### src/pbs_regs.svh
// Timing and reset constants for the push button power sequencer
`ifndef PBS_REGS_SVH
`define PBS_REGS_SVH
`define PBS_CLK_HZ        40000000
`define PBS_TICK_MS       1
`define PBS_DEBOUNCE_MS   32
`define PBS_BLANK_MS      512
`define PBS_OFF_DELAY_MS  1024
`define PBS_LOCKOUT_MS    256
`define PBS_TICK_CYCLES   ((`PBS_CLK_HZ / 1000) * `PBS_TICK_MS)
`define PBS_ALERT_RESET   1'b1
`define PBS_RELEASED_RESET 1'b1
`endif

### src/pbs_pkg.sv
// Types shared by the push button power sequencer
`default_nettype none
package pbs_pkg;
	typedef enum logic [6:0] {
		PBS_OFF_WAIT = 7'h01,
		PBS_ON_QUAL  = 7'h02,
		PBS_BLANK    = 7'h04,
		PBS_REL_DB   = 7'h08,
		PBS_RUN      = 7'h10,
		PBS_GRACE    = 7'h20,
		PBS_LOCKOUT  = 7'h40
	} pbs_state_type;
endpackage : pbs_pkg
`default_nettype wire

### src/pbs_tick.sv
// Millisecond tick prescaler for the power sequencer timers
`timescale 1ns/1ps
`default_nettype none
`include "pbs_regs.svh"
module pbs_tick #(
	parameter int DIVIDE = `PBS_TICK_CYCLES
) (
	input  wire logic clk_i,
	input  wire logic reset_i,
	output var  logic tick_o
);
	logic [31:0] count;

	always_ff @(posedge clk_i or posedge reset_i) begin
		if (reset_i) begin
			count  <= 32'h0;
			tick_o <= 1'b0;
		end else if (count >= 32'(DIVIDE - 1)) begin
			count  <= 32'h0;
			tick_o <= 1'b1;
		end else begin
			count  <= count + 32'h1;
			tick_o <= 1'b0;
		end
	end
endmodule : pbs_tick
`default_nettype wire

### src/pbs_sequencer.sv
// Push button power on/off sequencer with host shutdown handshake
`timescale 1ns/1ps
`default_nettype none
`include "pbs_regs.svh"
module pbs_sequencer #(
	parameter bit SUPPLY_ACTIVE_HIGH = 1'b1,
	parameter int TICK_CYCLES        = `PBS_TICK_CYCLES,
	parameter int EXT_WIDTH          = 16
) (
	input  wire logic                 clk_i,
	input  wire logic                 reset_i,
	input  wire logic                 push_button_n_i,
	input  wire logic                 power_hold_n_i,
	input  wire logic [EXT_WIDTH-1:0] on_extend_i,
	input  wire logic [EXT_WIDTH-1:0] off_extend_i,
	output var  logic                 supply_on_out_o,
	output var  logic                 supply_on_oe_o,
	output var  logic                 shutdown_alert_n_o,
	output var  logic                 shutdown_alert_oe_o,
	output var  logic                 power_on_o
);
	localparam logic [15:0] DEBOUNCE_MS = 16'(`PBS_DEBOUNCE_MS);
	localparam logic [15:0] BLANK_MS    = 16'(`PBS_BLANK_MS);
	localparam logic [15:0] DELAY_MS    = 16'(`PBS_OFF_DELAY_MS);
	localparam logic [15:0] LOCKOUT_MS  = 16'(`PBS_LOCKOUT_MS);

	pbs_pkg::pbs_state_type state;
	logic                   tick;
	logic [16:0]            ms_count;
	logic [16:0]            on_target;
	logic [16:0]            off_target;
	logic                   timer_done_on;
	logic                   timer_done_off;
	logic                   rel_ok;
	logic [16:0]            rel_count;

	// Prescaled millisecond tick for every timer
	pbs_tick #(
		.DIVIDE (TICK_CYCLES)
	) u_tick (
		.clk_i   (clk_i),
		.reset_i (reset_i),
		.tick_o  (tick)
	);

	assign on_target      = 17'(DEBOUNCE_MS) + 17'(on_extend_i);
	assign off_target     = 17'(DEBOUNCE_MS) + 17'(off_extend_i);
	assign timer_done_on  = tick && (ms_count + 17'h1 >= on_target);
	assign timer_done_off = tick && (ms_count + 17'h1 >= off_target);

	function automatic logic reached(input logic [16:0] cnt, input logic [15:0] lim);
		reached = (cnt + 17'h1 >= 17'(lim));
	endfunction : reached

	// Phase sequencing; the counter restarts at every phase change
	always_ff @(posedge clk_i or posedge reset_i) begin
		if (reset_i) begin
			state    <= pbs_pkg::PBS_OFF_WAIT;
			ms_count <= 17'h0;
		end else begin
			case (state)
				pbs_pkg::PBS_OFF_WAIT: begin
					ms_count <= 17'h0;
					if (!push_button_n_i && rel_ok) begin
						state <= pbs_pkg::PBS_ON_QUAL;
					end
				end
				pbs_pkg::PBS_ON_QUAL: begin
					if (push_button_n_i) begin
						state    <= pbs_pkg::PBS_OFF_WAIT;
						ms_count <= 17'h0;
					end else if (timer_done_on) begin
						state    <= pbs_pkg::PBS_BLANK;
						ms_count <= 17'h0;
					end else if (tick) begin
						ms_count <= ms_count + 17'h1;
					end
				end
				pbs_pkg::PBS_BLANK: begin
					// Both inputs ignored until the window closes
					if (tick && reached(ms_count, BLANK_MS)) begin
						ms_count <= 17'h0;
						if (!power_hold_n_i) begin
							state <= pbs_pkg::PBS_LOCKOUT;
						end else begin
							state <= pbs_pkg::PBS_REL_DB;
						end
					end else if (tick) begin
						ms_count <= ms_count + 17'h1;
					end
				end
				pbs_pkg::PBS_REL_DB: begin
					// Button must read released for the full debounce
					if (!power_hold_n_i) begin
						state    <= pbs_pkg::PBS_LOCKOUT;
						ms_count <= 17'h0;
					end else if (!push_button_n_i) begin
						ms_count <= 17'h0;
					end else if (tick && reached(ms_count, DEBOUNCE_MS)) begin
						state    <= pbs_pkg::PBS_RUN;
						ms_count <= 17'h0;
					end else if (tick) begin
						ms_count <= ms_count + 17'h1;
					end
				end
				pbs_pkg::PBS_RUN: begin
					if (!power_hold_n_i) begin
						state    <= pbs_pkg::PBS_LOCKOUT;
						ms_count <= 17'h0;
					end else if (push_button_n_i) begin
						ms_count <= 17'h0;
					end else if (timer_done_off) begin
						state    <= pbs_pkg::PBS_GRACE;
						ms_count <= 17'h0;
					end else if (tick) begin
						ms_count <= ms_count + 17'h1;
					end
				end
				pbs_pkg::PBS_GRACE: begin
					if (!power_hold_n_i) begin
						state    <= pbs_pkg::PBS_LOCKOUT;
						ms_count <= 17'h0;
					end else if (tick && reached(ms_count, DELAY_MS)) begin
						state    <= pbs_pkg::PBS_LOCKOUT;
						ms_count <= 17'h0;
					end else if (tick) begin
						ms_count <= ms_count + 17'h1;
					end
				end
				pbs_pkg::PBS_LOCKOUT: begin
					// Lets the converter output decay before a restart
					if (tick && reached(ms_count, LOCKOUT_MS)) begin
						ms_count <= 17'h0;
						state    <= pbs_pkg::PBS_OFF_WAIT;
					end else if (tick) begin
						ms_count <= ms_count + 17'h1;
					end
				end
				default: begin
					state    <= pbs_pkg::PBS_OFF_WAIT;
					ms_count <= 17'h0;
				end
			endcase
		end
	end

	// A button still held from the off press must not restart the supply
	always_ff @(posedge clk_i or posedge reset_i) begin
		if (reset_i) begin
			rel_ok    <= `PBS_RELEASED_RESET;
			rel_count <= 17'h0;
		end else if (state == pbs_pkg::PBS_LOCKOUT) begin
			rel_ok    <= 1'b0;
			rel_count <= 17'h0;
		end else if (state == pbs_pkg::PBS_OFF_WAIT && !rel_ok) begin
			if (!push_button_n_i) begin
				rel_count <= 17'h0;
			end else if (tick && reached(rel_count, DEBOUNCE_MS)) begin
				rel_ok    <= 1'b1;
				rel_count <= 17'h0;
			end else if (tick) begin
				rel_count <= rel_count + 17'h1;
			end
		end
	end

	logic next_on;
	logic next_alert_low;
	always_comb begin
		next_on = 1'b0;
		next_alert_low = 1'b0;
		case (state)
			pbs_pkg::PBS_BLANK: next_on = 1'b1;
			pbs_pkg::PBS_REL_DB: next_on = 1'b1;
			pbs_pkg::PBS_RUN: next_on = 1'b1;
			pbs_pkg::PBS_GRACE: begin
				next_on        = 1'b1;
				next_alert_low = 1'b1;
			end
			default: begin
				next_on        = 1'b0;
				next_alert_low = 1'b0;
			end
		endcase
	end

	// Outputs registered; they trail the state by one clock
	always_ff @(posedge clk_i or posedge reset_i) begin
		if (reset_i) begin
			power_on_o          <= 1'b0;
			supply_on_out_o     <= ~SUPPLY_ACTIVE_HIGH;
			supply_on_oe_o      <= SUPPLY_ACTIVE_HIGH;
			shutdown_alert_n_o  <= `PBS_ALERT_RESET;
			shutdown_alert_oe_o <= 1'b0;
		end else begin
			power_on_o          <= next_on;
			supply_on_out_o     <= next_on ~^ SUPPLY_ACTIVE_HIGH;
			// Open drain: driven only while the level is low
			supply_on_oe_o      <= ~(next_on ~^ SUPPLY_ACTIVE_HIGH);
			shutdown_alert_n_o  <= ~next_alert_low;
			shutdown_alert_oe_o <= next_alert_low;
		end
	end

	on_level_a: assert property (@(posedge clk_i) disable iff (reset_i)
		power_on_o |-> supply_on_out_o == SUPPLY_ACTIVE_HIGH)
		else $error("supply level wrong for polarity");
	off_level_a: assert property (@(posedge clk_i) disable iff (reset_i)
		!power_on_o |-> supply_on_out_o != SUPPLY_ACTIVE_HIGH
			&& supply_on_oe_o == SUPPLY_ACTIVE_HIGH)
		else $error("supply not released while off");
	blank_ignore_a: assert property (@(posedge clk_i) disable iff (reset_i)
		(state == pbs_pkg::PBS_BLANK && !(tick && reached(ms_count, BLANK_MS)))
		|=> state == pbs_pkg::PBS_BLANK)
		else $error("blanking left early");
	abort_a: assert property (@(posedge clk_i) disable iff (reset_i)
		(state == pbs_pkg::PBS_BLANK && tick && reached(ms_count, BLANK_MS) && !power_hold_n_i)
		|=> ##1 !power_on_o)
		else $error("power-up not aborted");
	on_qual_a: assert property (@(posedge clk_i) disable iff (reset_i)
		$rose(power_on_o) |-> $past(state, 2) == pbs_pkg::PBS_ON_QUAL)
		else $error("supply on without qualified press");
	on_window_a: assert property (@(posedge clk_i) disable iff (reset_i)
		(state == pbs_pkg::PBS_ON_QUAL && !push_button_n_i && !timer_done_on)
		|=> state == pbs_pkg::PBS_ON_QUAL)
		else $error("turn-on qualified early");
	restart_a: assert property (@(posedge clk_i) disable iff (reset_i)
		(state == pbs_pkg::PBS_ON_QUAL && push_button_n_i) |=> state == pbs_pkg::PBS_OFF_WAIT)
		else $error("debounce not restarted");
	off_window_a: assert property (@(posedge clk_i) disable iff (reset_i)
		(state == pbs_pkg::PBS_RUN && power_hold_n_i && !push_button_n_i && !timer_done_off)
		|=> state == pbs_pkg::PBS_RUN)
		else $error("turn-off qualified early");
	run_restart_a: assert property (@(posedge clk_i) disable iff (reset_i)
		(state == pbs_pkg::PBS_RUN && power_hold_n_i && push_button_n_i) |=> ms_count == 17'h0)
		else $error("off debounce not restarted");
	alert_low_a: assert property (@(posedge clk_i) disable iff (reset_i)
		$fell(shutdown_alert_n_o) |-> power_on_o && $past(state) == pbs_pkg::PBS_GRACE)
		else $error("alert without turn-off");
	alert_hold_a: assert property (@(posedge clk_i) disable iff (reset_i)
		state == pbs_pkg::PBS_GRACE |=> !shutdown_alert_n_o && shutdown_alert_oe_o)
		else $error("alert not held through delay");
	grace_hold_a: assert property (@(posedge clk_i) disable iff (reset_i)
		(state == pbs_pkg::PBS_GRACE && power_hold_n_i
			&& !(tick && reached(ms_count, DELAY_MS))) |=> state == pbs_pkg::PBS_GRACE)
		else $error("turn-off delay cut short");
	hold_kill_a: assert property (@(posedge clk_i) disable iff (reset_i)
		(!power_hold_n_i && (state == pbs_pkg::PBS_GRACE || state == pbs_pkg::PBS_RUN))
		|=> ##1 !power_on_o)
		else $error("hold low did not release supply");
	rel_kill_a: assert property (@(posedge clk_i) disable iff (reset_i)
		(state == pbs_pkg::PBS_REL_DB && !power_hold_n_i) |=> ##1 !power_on_o)
		else $error("hold low ignored after blanking");
	alert_release_a: assert property (@(posedge clk_i) disable iff (reset_i)
		!power_on_o |-> shutdown_alert_n_o)
		else $error("alert low with supply off");
	alert_idle_a: assert property (@(posedge clk_i) disable iff (reset_i)
		!power_on_o |-> !shutdown_alert_oe_o)
		else $error("alert driven with supply off");
	lockout_a: assert property (@(posedge clk_i) disable iff (reset_i)
		$fell(power_on_o) |-> state == pbs_pkg::PBS_LOCKOUT)
		else $error("no lockout after release");
	lock_ignore_a: assert property (@(posedge clk_i) disable iff (reset_i)
		(state == pbs_pkg::PBS_LOCKOUT && !(tick && reached(ms_count, LOCKOUT_MS)))
		|=> state == pbs_pkg::PBS_LOCKOUT)
		else $error("lockout left early");
	rel_wait_a: assert property (@(posedge clk_i) disable iff (reset_i)
		(state == pbs_pkg::PBS_OFF_WAIT && !rel_ok) |=> state == pbs_pkg::PBS_OFF_WAIT)
		else $error("press taken before release debounce");
	delay_end_a: assert property (@(posedge clk_i) disable iff (reset_i)
		(state == pbs_pkg::PBS_GRACE && tick && reached(ms_count, DELAY_MS))
		|=> state == pbs_pkg::PBS_LOCKOUT)
		else $error("delay expiry missed");

	power_up_c: cover property (@(posedge clk_i) disable iff (reset_i) $rose(power_on_o));
	shutdown_c: cover property (@(posedge clk_i) disable iff (reset_i) $fell(shutdown_alert_n_o));
	abort_c: cover property (@(posedge clk_i) disable iff (reset_i)
		state == pbs_pkg::PBS_BLANK ##1 state == pbs_pkg::PBS_LOCKOUT);
	host_kill_c: cover property (@(posedge clk_i) disable iff (reset_i)
		state == pbs_pkg::PBS_RUN ##1 state == pbs_pkg::PBS_LOCKOUT);
	grace_end_c: cover property (@(posedge clk_i) disable iff (reset_i)
		state == pbs_pkg::PBS_GRACE && tick && reached(ms_count, DELAY_MS));
endmodule : pbs_sequencer
`default_nettype wire

### config.mk
export PLATFORM = sky130hd
export DESIGN_NAME = pbs_sequencer
export DESIGN_NICKNAME = d
export VERILOG_FILES = /design/src/pbs_pkg.sv /design/src/pbs_tick.sv /design/src/pbs_sequencer.sv
export VERILOG_INCLUDE_DIRS = /design/src
export SDC_FILE = /design/constraint.sdc
export NUM_CORES = 1
export LEC_CHECK = 0
export BUFFER_PORTS_ARGS = -buffer_cell sky130_fd_sc_hd__buf_2
export CORE_UTILIZATION = 53
export CTS_BUF_LIST = sky130_fd_sc_hd__clkbuf_2
export DETAILED_ROUTE_END_ITERATION = 10
export GPL_ROUTABILITY_DRIVEN = 1
export PLACE_DENSITY = 0.76
export SLEW_MARGIN = 20
export SYNTH_ARGS = -nofsm -noshare
export SYNTH_HDL_FRONTEND = slang
export SYNTH_SLANG_ARGS = --single-unit
### constraint.sdc
create_clock -name clk_i -period 11.2 [get_ports clk_i]
set_input_delay 1.12 -clock clk_i [delete_from_list [all_inputs] [get_ports clk_i]]
set_output_delay 1.12 -clock clk_i [all_outputs]
set_load 0.02 [all_outputs]
Yosys cells after proc, flatten, opt, wreduce, memory -nomap -nowiden
Index checks and enable logic that the tools add are counted.
- equal/unequal tests: 17
- reduce and logical (&&, ||, !) cells: 18
- $lt $le $gt $ge: 8
- mux-type cells: 42
- add/sub/neg operators: 5
- bitwise logic cells: 2
- operators with widths (cell ; count):
    17-bit two-way mux ; 18
    17-bit one-hot mux with 6 select lines ; 1
    7-bit two-way mux ; 14
    7-bit one-hot mux with 7 select lines ; 1
    17-bit by 1-bit adder with 17-bit output, second input constant ; 2
    6-bit by 16-bit adder with 17-bit output, first input constant ; 2
    17-bit >= comparator ; 2
    17-bit by 6-bit >= comparator with 1-bit output, second input constant ; 2
    32-bit by 1-bit adder with 32-bit output, second input constant ; 1
    32-bit by 16-bit >= comparator with 1-bit output, second input constant ; 1
    32-bit two-way mux ; 1
    3-bit != test, second input constant ; 6
    17-bit by 10-bit >= comparator with 1-bit output, second input constant ; 1
    17-bit by 11-bit >= comparator with 1-bit output, second input constant ; 1
    17-bit by 9-bit >= comparator with 1-bit output, second input constant ; 1
    1-bit logical AND ; 9
    9-bit AND reduction ; 1
    7-bit by 1-bit equality test with 1-bit output, second input constant ; 1
    7-bit by 2-bit equality test with 1-bit output, second input constant ; 1
    7-bit by 3-bit equality test with 1-bit output, second input constant ; 1
    7-bit by 4-bit equality test with 1-bit output, second input constant ; 1
    7-bit by 5-bit equality test with 1-bit output, second input constant ; 1
    7-bit by 6-bit equality test with 1-bit output, second input constant ; 1
    7-bit equality test, second input constant ; 1
    9 further kinds ; 21
- register bits after elaboration: 79
- logic and storage cells: 102
- bits of input ports: 36

Logic depth before layout (Yosys ltp)
Gate-level depths: netlist (run 1).
- depth in word-level cells: 7
- depth in mapped cells: 17
- depth with buffers taken out: 15

By module
From an unflattened synthesis (run 1), not the netlist that was laid out.
- cell total of the unflattened synthesis: 574
- area total of the unflattened synthesis: 5247.5 um2
- modules (own cells, without submodules) (module ; instances ; cells an instance ; area an instance (um2) ; sequential area each (um2)):
    pbs_sequencer ; 1 ; 464 ; 3968.8 ; 1156.1
    pbs_tick ; 1 ; 110 ; 1278.7 ; 825.8

Least setup slack after synthesis (run 1)
OpenSTA, ideal clock, no wires.
- path type: in2reg
- from: input port off_extend_i[7]
- to: register ms_count[0]
- path slack: 7.339 ns
- data arrival time: 3.718 ns
- setup time: 0.144 ns
- path buffers: 2
- cell stages on the path: 16
- data required time: 11.056 ns
- cells stage by stage: and3_1 > nand2_1 > nor3b_1 > nand3_1 > ha_1 > and3_1 > nand3_1 > nor4_1 > o21ai_1 > a22oi_1 > o21ai_0 > a21oi_1 > o311a_1 > buf_6 > buf_6 > a21oi_2
- cells in the longest elaborated chain, start to end: 7
- RTL lines (what ; RTL line ; source):
    from (decl) ; pbs_sequencer.sv:15 ; input wire logic [EXT_WIDTH-1:0] off_extend_i,
    6-bit by 16-bit adder with 17-bit output ; pbs_sequencer.sv:47 ; assign off_target = 17'(DEBOUNCE_MS) + 17'(off_extend_i);
    17-bit >= comparator ; pbs_sequencer.sv:49 ; assign timer_done_off = tick && (ms_count + 17'h1 >= off_target);
    1-bit logical AND ; pbs_sequencer.sv:49 ;
    17-bit two-way mux ; pbs_sequencer.sv:112 ; end else if (timer_done_off) begin
    17-bit two-way mux ; pbs_sequencer.sv:110 ; end else if (push_button_n_i) begin
    17-bit two-way mux ; pbs_sequencer.sv:107 ; if (!power_hold_n_i) begin
    17-bit one-hot mux with 6 select lines ; pbs_sequencer.sv:61 ; case (state)
    to (signal assigned) ; pbs_sequencer.sv:76 ; ms_count <= ms_count + 17'h1;
    to (signal assigned) ; pbs_sequencer.sv:103 ; ms_count <= ms_count + 17'h1;
    to (signal assigned) ; pbs_sequencer.sv:116 ; ms_count <= ms_count + 17'h1;
    to (decl) ; pbs_sequencer.sv:29 ; logic [16:0] ms_count;
Every way passes these cells.
A chain may end at the register's enable or synchronous reset.

Final worst setup path (run 1)
- from: register ms_count[0]
- to: register ms_count[9]
- cells in the longest elaborated chain, start to end: 7
- RTL lines (what ; RTL line ; source):
    from (signal assigned) ; pbs_sequencer.sv:76 ;
    from (signal assigned) ; pbs_sequencer.sv:89 ; ms_count <= ms_count + 17'h1;
    from (signal assigned) ; pbs_sequencer.sv:103 ;
    17-bit by 1-bit adder with 17-bit output (*) ; -- ;
    17-bit >= comparator or 17-bit by 6-bit >= comparator with 1-bit output (tied branches) ; pbs_sequencer.sv:49, pbs_sequencer.sv:52 ;
    1-bit logical AND (on tied branches) ; pbs_sequencer.sv:49, pbs_sequencer.sv:99 ;
    17-bit two-way mux (on tied branches) ; pbs_sequencer.sv:112, pbs_sequencer.sv:99 ;
    17-bit two-way mux (on tied branches) ; pbs_sequencer.sv:110, pbs_sequencer.sv:97 ;
    17-bit two-way mux (on tied branches) ; pbs_sequencer.sv:107, pbs_sequencer.sv:94 ;
    17-bit one-hot mux with 6 select lines (*) ; pbs_sequencer.sv:61 ;
Every way passes the cells marked *; elsewhere a longest branch is shown, timed or not.

==> flow_summary.yaml, run 1 <==
worst_setup_path:
  worstPathArrival_ps: 4950
  r2r_end: "ms_count[9]"
  cp_max_fo: 17
  critPathLaunch: "ms_count[0]"
  reg2reg_depth: 15
  rr_startpoint: "ms_count[0]"
  cp_data_required_time_ps: 11570
  cp-end-kind: "flop"
  critical_path.cell_chain: "ha_1, nand3_4, nor2_1, and4_1, nand3_1, xnor2_1, ha_1, nand3_1, nor4_1, o21ai_1, a22oi_1, o21ai_0, a21oi_1, o311a_1, a21oi_1"
  r2r_slack_ps: 6620
  startpoint_type: "flop"
  slowest_delay_ps: 830
  cp_slowest_cell: "o311a_1"
  criticalPathCategory: "reg -> reg"
power_and_ir_drop:
  p_per_area_nw_per_um2: 125
  power_mw: 0.703
  ir_drop_uv: 69.5
  leakagePower_nw: 2.57
sta:
  clock_skew_ps: 38.6
  slew_headroom_pct: 36.5
  setup_tns_ps: 0
  setup_viol: 0
  hold_violations: 0
  fin_crit_sh_pct: 40.9
  slew_violations: 0
  worst_pin_slew_ps: 953
  rsz0062_at_grt: "no"
  min_period_ps: 4580
  fmax_mhz: 218
final_layout:
  nFillCells: 797
  drive_gt1_share_pct: 15.5
  fin_cells: 722
  fin_nets: 661
  layout_commonest_cell: "dfrtp_1"
  antenna_cells: 0
  mostFrequentLayoutCells: "dfrtp_1, nand2_1, nor2_1"
  synthToLayoutAreaGrowth_pct: 9.18
  fin_util_pct: 60.1
logic_synthesis:
  avgSynthCellArea_um2: 9.53
  syn-instance-count: 539
  yosysSeqAreaShare_pct: 38.6
  ys_types: 72
  syn_area_um2: 5140
  ys_ff_latch: 79
  synth_edf_count: 0
  synth_ff_type: "dfrtp_1"
  async_reset_ff_share_pct: 100
  yosysWarnings: 0
die:
  dieHeight_um: 100
  num_rows: 35
  coreArea_um2: 9330
  io_pins: 41
  die_x_um: 100
  dieArea_um2: 10100
  start_util_pct: 55.1
route:
  route.detailed.drc: 0
  dr.pass1.iters: 4
  wl_per_cell_um: 14.2
  routed-via-count: 4016
  ant_nets: 0
  drtIter0Drc: 208
  vias_per_cell: 5.56
  wl_mm: 10.2
clock_network:
  cts_hold_buffers: 0
  root_buffer: "clkbuf_2"
  clk_latency_ps: 530
  cts_htree_levels: 3
  cts_tree: "built"
  clk_pin_slew_worst_paths_ps: 250
  cts.sinks: 79
  cts_resized: 0
  cts_max_path_buffers: 2
  post_cts_buffers: 0
  cts_buffers: 9
global_route:
  overflow: 0
  grt.total_usage_pct: 22.3
  grt_pass1_vias: 3930
  grt_max_degree: 80
  grt_pass1_wl_mm: 18.0
  grt_antenna_before_repair: 0
place:
  port_buffers: 40
  placedCellCount: 706
  place_hpwl_mm: 7.54
  globalplace.congestion: 0.871
min_path:
  holdCritPathClass: "reg -> reg"
  whs_path_depth: 1
  hold-path-endpoint: "u_tick.count[0]"
  worst_hold_startpoint: "u_tick.count[0]"
status:
  status: "finished clean"
flow_run:
  cap_violations: 0
[per-stage QoR]
stage	setup WS (ps)	cell area (um2)	hold WS [ps]
floorplan	7340	5190	455
global placement	6610	5460	474
detailed placement	6420	5460	487
CTS	6600	5600	515
global route	6110	5610	538
finish	6620	5610	508
[worst max-delay path by stage]
stage | cells after the start | slack (ps) | endpoint
floorplan | 16 | 7340 | ms_count[0]
CTS | 14 | 6600 | ms_count[9]
finish | 15 | 6620 | ms_count[9]
detailed placement | 15 | 6420 | ms_count[14]
global placement | 15 | 6610 | ms_count[9]
global route | 14 | 6110 | ms_count[12]
[layer usage]
layer	track usage, %	vias up	wire length, um	part of all wire, %
met5	0	-	0	0
met4	6.69	0	123	1.2
met3	3.76	13	437	4.3
met2	36.9	95	4890	48
met1	30.1	1913	4780	47
li1	-	1995	-	-
[critical path: cells and delay by family (launching register included)]
family	cells	cell delay (ps)
compound gates	6	1780
flops	1	610
fa+ha+maj	2	670
simple gates	6	1190
xor+xnor	1	200
[state kept, by name, indices dropped and copies added, names as in the netlist]
name	cells
ms_count	17
power_on_o	1
rel_count	17
rel_ok	1
shutdown_alert_n_o	1
shutdown_alert_oe_o	1
state	7
supply_on_oe_o	1
u_tick.count	32
u_tick.tick_o	1
[cell usage after synthesis (all sizes together) (6+ instances only)]
cell type  instances  area share [%]
nand2b             6            0.73
xnor2             28             4.8
nor2b              7            0.85
o21ai             17             1.7
nand3             40             4.4
a21oi             30             3.7
nor3              11             1.4
and3              18             2.2
nor2              43             3.1
nand4             14             1.8
nand2             44             3.2
clkbuf             9            0.66
dfrtp             75              37
inv               18             1.3
ha                37             9.0
and2              14             1.7
xor2              37             6.5
buf               10             1.4
nor4              11             1.6
[cells by family after synthesis]
logic type	count (synthesis)	synth area share, %
DFF	79	38.6
buffers and inverters	37	3.41
muxes	7	1.68
adders and majority gates	39	9.40
and+or+nand+nor	230	24.5
xor gates and xnor gates	65	11.2
other	1	0.0730
AOI/OAI and AO/OA	81	11.1
[power breakdown]
group | internal, mW | switching (mW)
logic | 0.0780 | 0.117
clock network | 0.0742 | 0.102
registers | 0.307 | 0.0243
[final cells by class]
type	count	area [um2]	share of cell area, %
Clock inverter	7	97.6	1.74
Inverter	18	67.6	1.20
Timing Repair Buffer	42	215	3.84
Sequential cell	79	1980	35.3
Tap cell	129	161	2.88
Multi-Input combinational cell	438	3040	54.2
Clock buffer	9	45.0	0.803
Note: power is estimated with default switching activity, not from simulation.
==> run 2: changes to the inputs <==
ABC_AREA = 1   (was default)
PLACE_DENSITY = 0.78   (was 0.76)
clock period = 3.9 ns   (was 11.2 ns; I/O delays follow)
==> run 2 against run 1 <==
Effect of this change: die area grew 4.9%; first-iteration DRC count grew 20%; critical endpoint unchanged; critical path type unchanged; routed wire length grew 12%; synthesized area grew 5.0%; register-to-register slack lost 6100 ps; flip-flop and latch count is the same; sequential power grew to 2.7 times the previous value; cell count grew 28%.
==> flow_summary.yaml, run 2 <==
sta:
  setup_tns_ps: 0
  hold_ws_ps: 16.9
  fin_crit_sh_pct: 85.7
  slew_headroom_pct: 36.2
  worst_pin_slew_ps: 955
  min_period_ps: 3340
  hold_violations: 0
  slew_violations: 0
  setup_viol: 0
  clock_skew_ps: 50.6
  fin_ws_ps: 558
  rsz0062_at_grt: "no"
  fmax_mhz: 299
route:
  route.detailed.drc: 0
  wl_mm: 11.5
  ant_nets: 0
  wl_per_cell_um: 12.4
  routed-via-count: 4784
  drtIter0Drc: 250
  vias_per_cell: 5.16
  dr.pass1.iters: 4
power_and_ir_drop:
  ir_drop_uv: 160
  power_mw: 1.75
  leakagePower_nw: 3.16
  p_per_area_nw_per_um2: 296
final_layout:
  fin_nets: 862
  top_register: "u_tick.count"
  fin_util_pct: 60.2
  reg_top3: "u_tick.count: 32 flops, ms_count: 17 flops, rel_count: 17 flops"
  largest_register_ffs: 32
  nFillCells: 899
  layout_commonest_cell: "nand2_1"
  mostFrequentLayoutCells: "nand2_1, inv_1, nor2_1"
  fin_cells: 927
  stdcell_area_um2: 5910
  synthToLayoutAreaGrowth_pct: 9.63
  antenna_cells: 0
  drive_gt1_share_pct: 13.5
logic_synthesis:
  syn_area_um2: 5390
  muxShareOfSynthArea_pct: 0
  synth_area_leaders: "dfrtp_1, nand2_1, ha_1"
  synth_top_family_by_area: "simple AND/OR/NAND/NOR gates"
  yosys.area.top_type: "dfrtp_1"
  syn-instance-count: 728
  synth_ff_type: "dfrtp_1"
  async_reset_ff_share_pct: 100
  synthTopCellsByCount: "nand2_1, inv_1, nor2_1"
  ys_types: 44
  synth_top_area_share_pct: 34.8
  yosysSeqAreaShare_pct: 36.8
  synthAdderAreaFrac_pct: 8.59
  yosysWarnings: 0
  synth_most_common_cell: "nand2_1"
  synth_edf_count: 0
  synth-compound-area-share_pct: 7.52
  synth_xor_area_share_pct: 5.69
  ys_ff_latch: 79
  avgSynthCellArea_um2: 7.41
  synthSimpleGateAreaFrac_pct: 32.7
clock_network:
  cts_buffers: 9
  cts.sinks: 79
  cts_hold_buffers: 0
  cts_max_path_buffers: 2
  cts_resized: 0
  cts_tree: "built"
  root_buffer: "clkbuf_2"
  cts_htree_levels: 3
  clk_latency_ps: 540
  clk_pin_slew_worst_paths_ps: 270
worst_setup_path:
  crit_end: "ms_count[9]"
  critPathLaunch: "ms_count[0]"
  cp_slowest_cell: "dfrtp_1"
  cp_common_cell: "nand2_2"
  critical_path.cell_chain: "ha_1, nand2_2, nor2_2, nand3_1, xor2_1, inv_1, ha_1, nand4_1, nor4_1, nor3b_1, a21oi_1, nand2_1, nand2_2, nand2_4, nand2_2, nor2_4, buf_12, nor2_1"
  cp_data_required_time_ps: 4310
  r2r_slack_ps: 560
  rr_startpoint: "ms_count[0]"
  slowest_delay_ps: 530
  reg2reg_depth: 18
  r2r_end: "ms_count[9]"
  cp_max_fo: 15
  cp-end-kind: "flop"
  criticalPathCategory: "reg -> reg"
  startpoint_type: "flop"
  worstPathArrival_ps: 3750
die:
  num_rows: 36
  dieArea_um2: 10600
  start_util_pct: 54.9
  coreArea_um2: 9820
  dieHeight_um: 103
  die_x_um: 103
  io_pins: 41
global_route:
  grt_pass1_wl_mm: 18.8
  grt.total_usage_pct: 22.7
  grt_max_degree: 48
  grt_pass1_vias: 4512
  overflow: 0
  grt_antenna_before_repair: 0
place:
  place_hpwl_mm: 8.85
  port_buffers: 40
  globalplace.congestion: 0.895
  pre_cts_ws_ps: 447
  placedCellCount: 909
  place_area_um2: 5780
min_path:
  holdCritPathClass: "in -> async"
status:
  status: "finished clean"
flow_run:
  cap_violations: 0
==> run 2: cell types whose count changed after synthesis, sizes merged, moves of 13 or more <==
cell	previous run	this run
o211ai	2	15
nor2	43	106
xnor2	28	6
and2	14	0
and3	18	0
inv	18	112
nand2	44	186
==> run 2: worst min path at each step <==
stage / start / end / slack (ps)
after global routing: reset_i / ms_count[16] / 60
after detailed placement: u_tick.count[0] / u_tick.count[0] / 460
after global placement: u_tick.count[0] / u_tick.count[0] / 450
after CTS: reset_i / ms_count[15] / 20
after floorplan: u_tick.count[0] / u_tick.count[0] / 430
final: reset_i / ms_count[15] / 20
==> run 2: report_power, final <==
part | internal, mW | switching (mW)
Sequential | 0.872 | 0.0316
Clock | 0.0908 | 0.310
Combinational | 0.147 | 0.297
Total | 1.11 | 0.639
==> run 2: per-layer routing <==
layer | vias up | wire length (um) | track usage (%)
li1 | 2441 | - | -
met1 | 2189 | 5130 | 28.4
met2 | 127 | 5520 | 39.5
met3 | 27 | 517 | 3.53
met4 | 0 | 284 | 8.45
met5 | - | 0 | 0
==> run 2: cells by family (layout without fill, tap and decap cells) <==
kind of cell,after synthesis,count (layout)
and+or+nand+nor,390,390
buffers and inverters,121,172
DFF,79,79
AOI/OAI and AO/OA,65,65
adders and majority gates,37,37
xor gates and xnor gates,35,35
other,1,16
==> run 2: cell type report <==
class,count,area (um2),share of cell area (%)
clock buffers,9,45.0,0.762
flip-flops and latches,79,1980,33.5
clock inverters,7,56.3,0.953
well taps,133,166,2.82
multi-input cells,543,3000,50.7
inverters,112,420,7.11
repair buffers,44,243,4.11
==> run 2: critical path, delay by kind of cell, from the launching register on <==
family	cells	cell delay, ps
flip-flops	1	530
XOR/XNOR	1	230
adder cells (fa/ha/maj)	2	600
AND/OR/NAND/NOR	12	1520
buffers and inverters	2	260
AO/OA/AOI/OAI	1	80
==> run 2: what timing repair did <==
action,in CTS,in global routing
endpoints found under the setup margin,0,3
buffers inserted,0,2
endpoints found under the hold margin,0,0
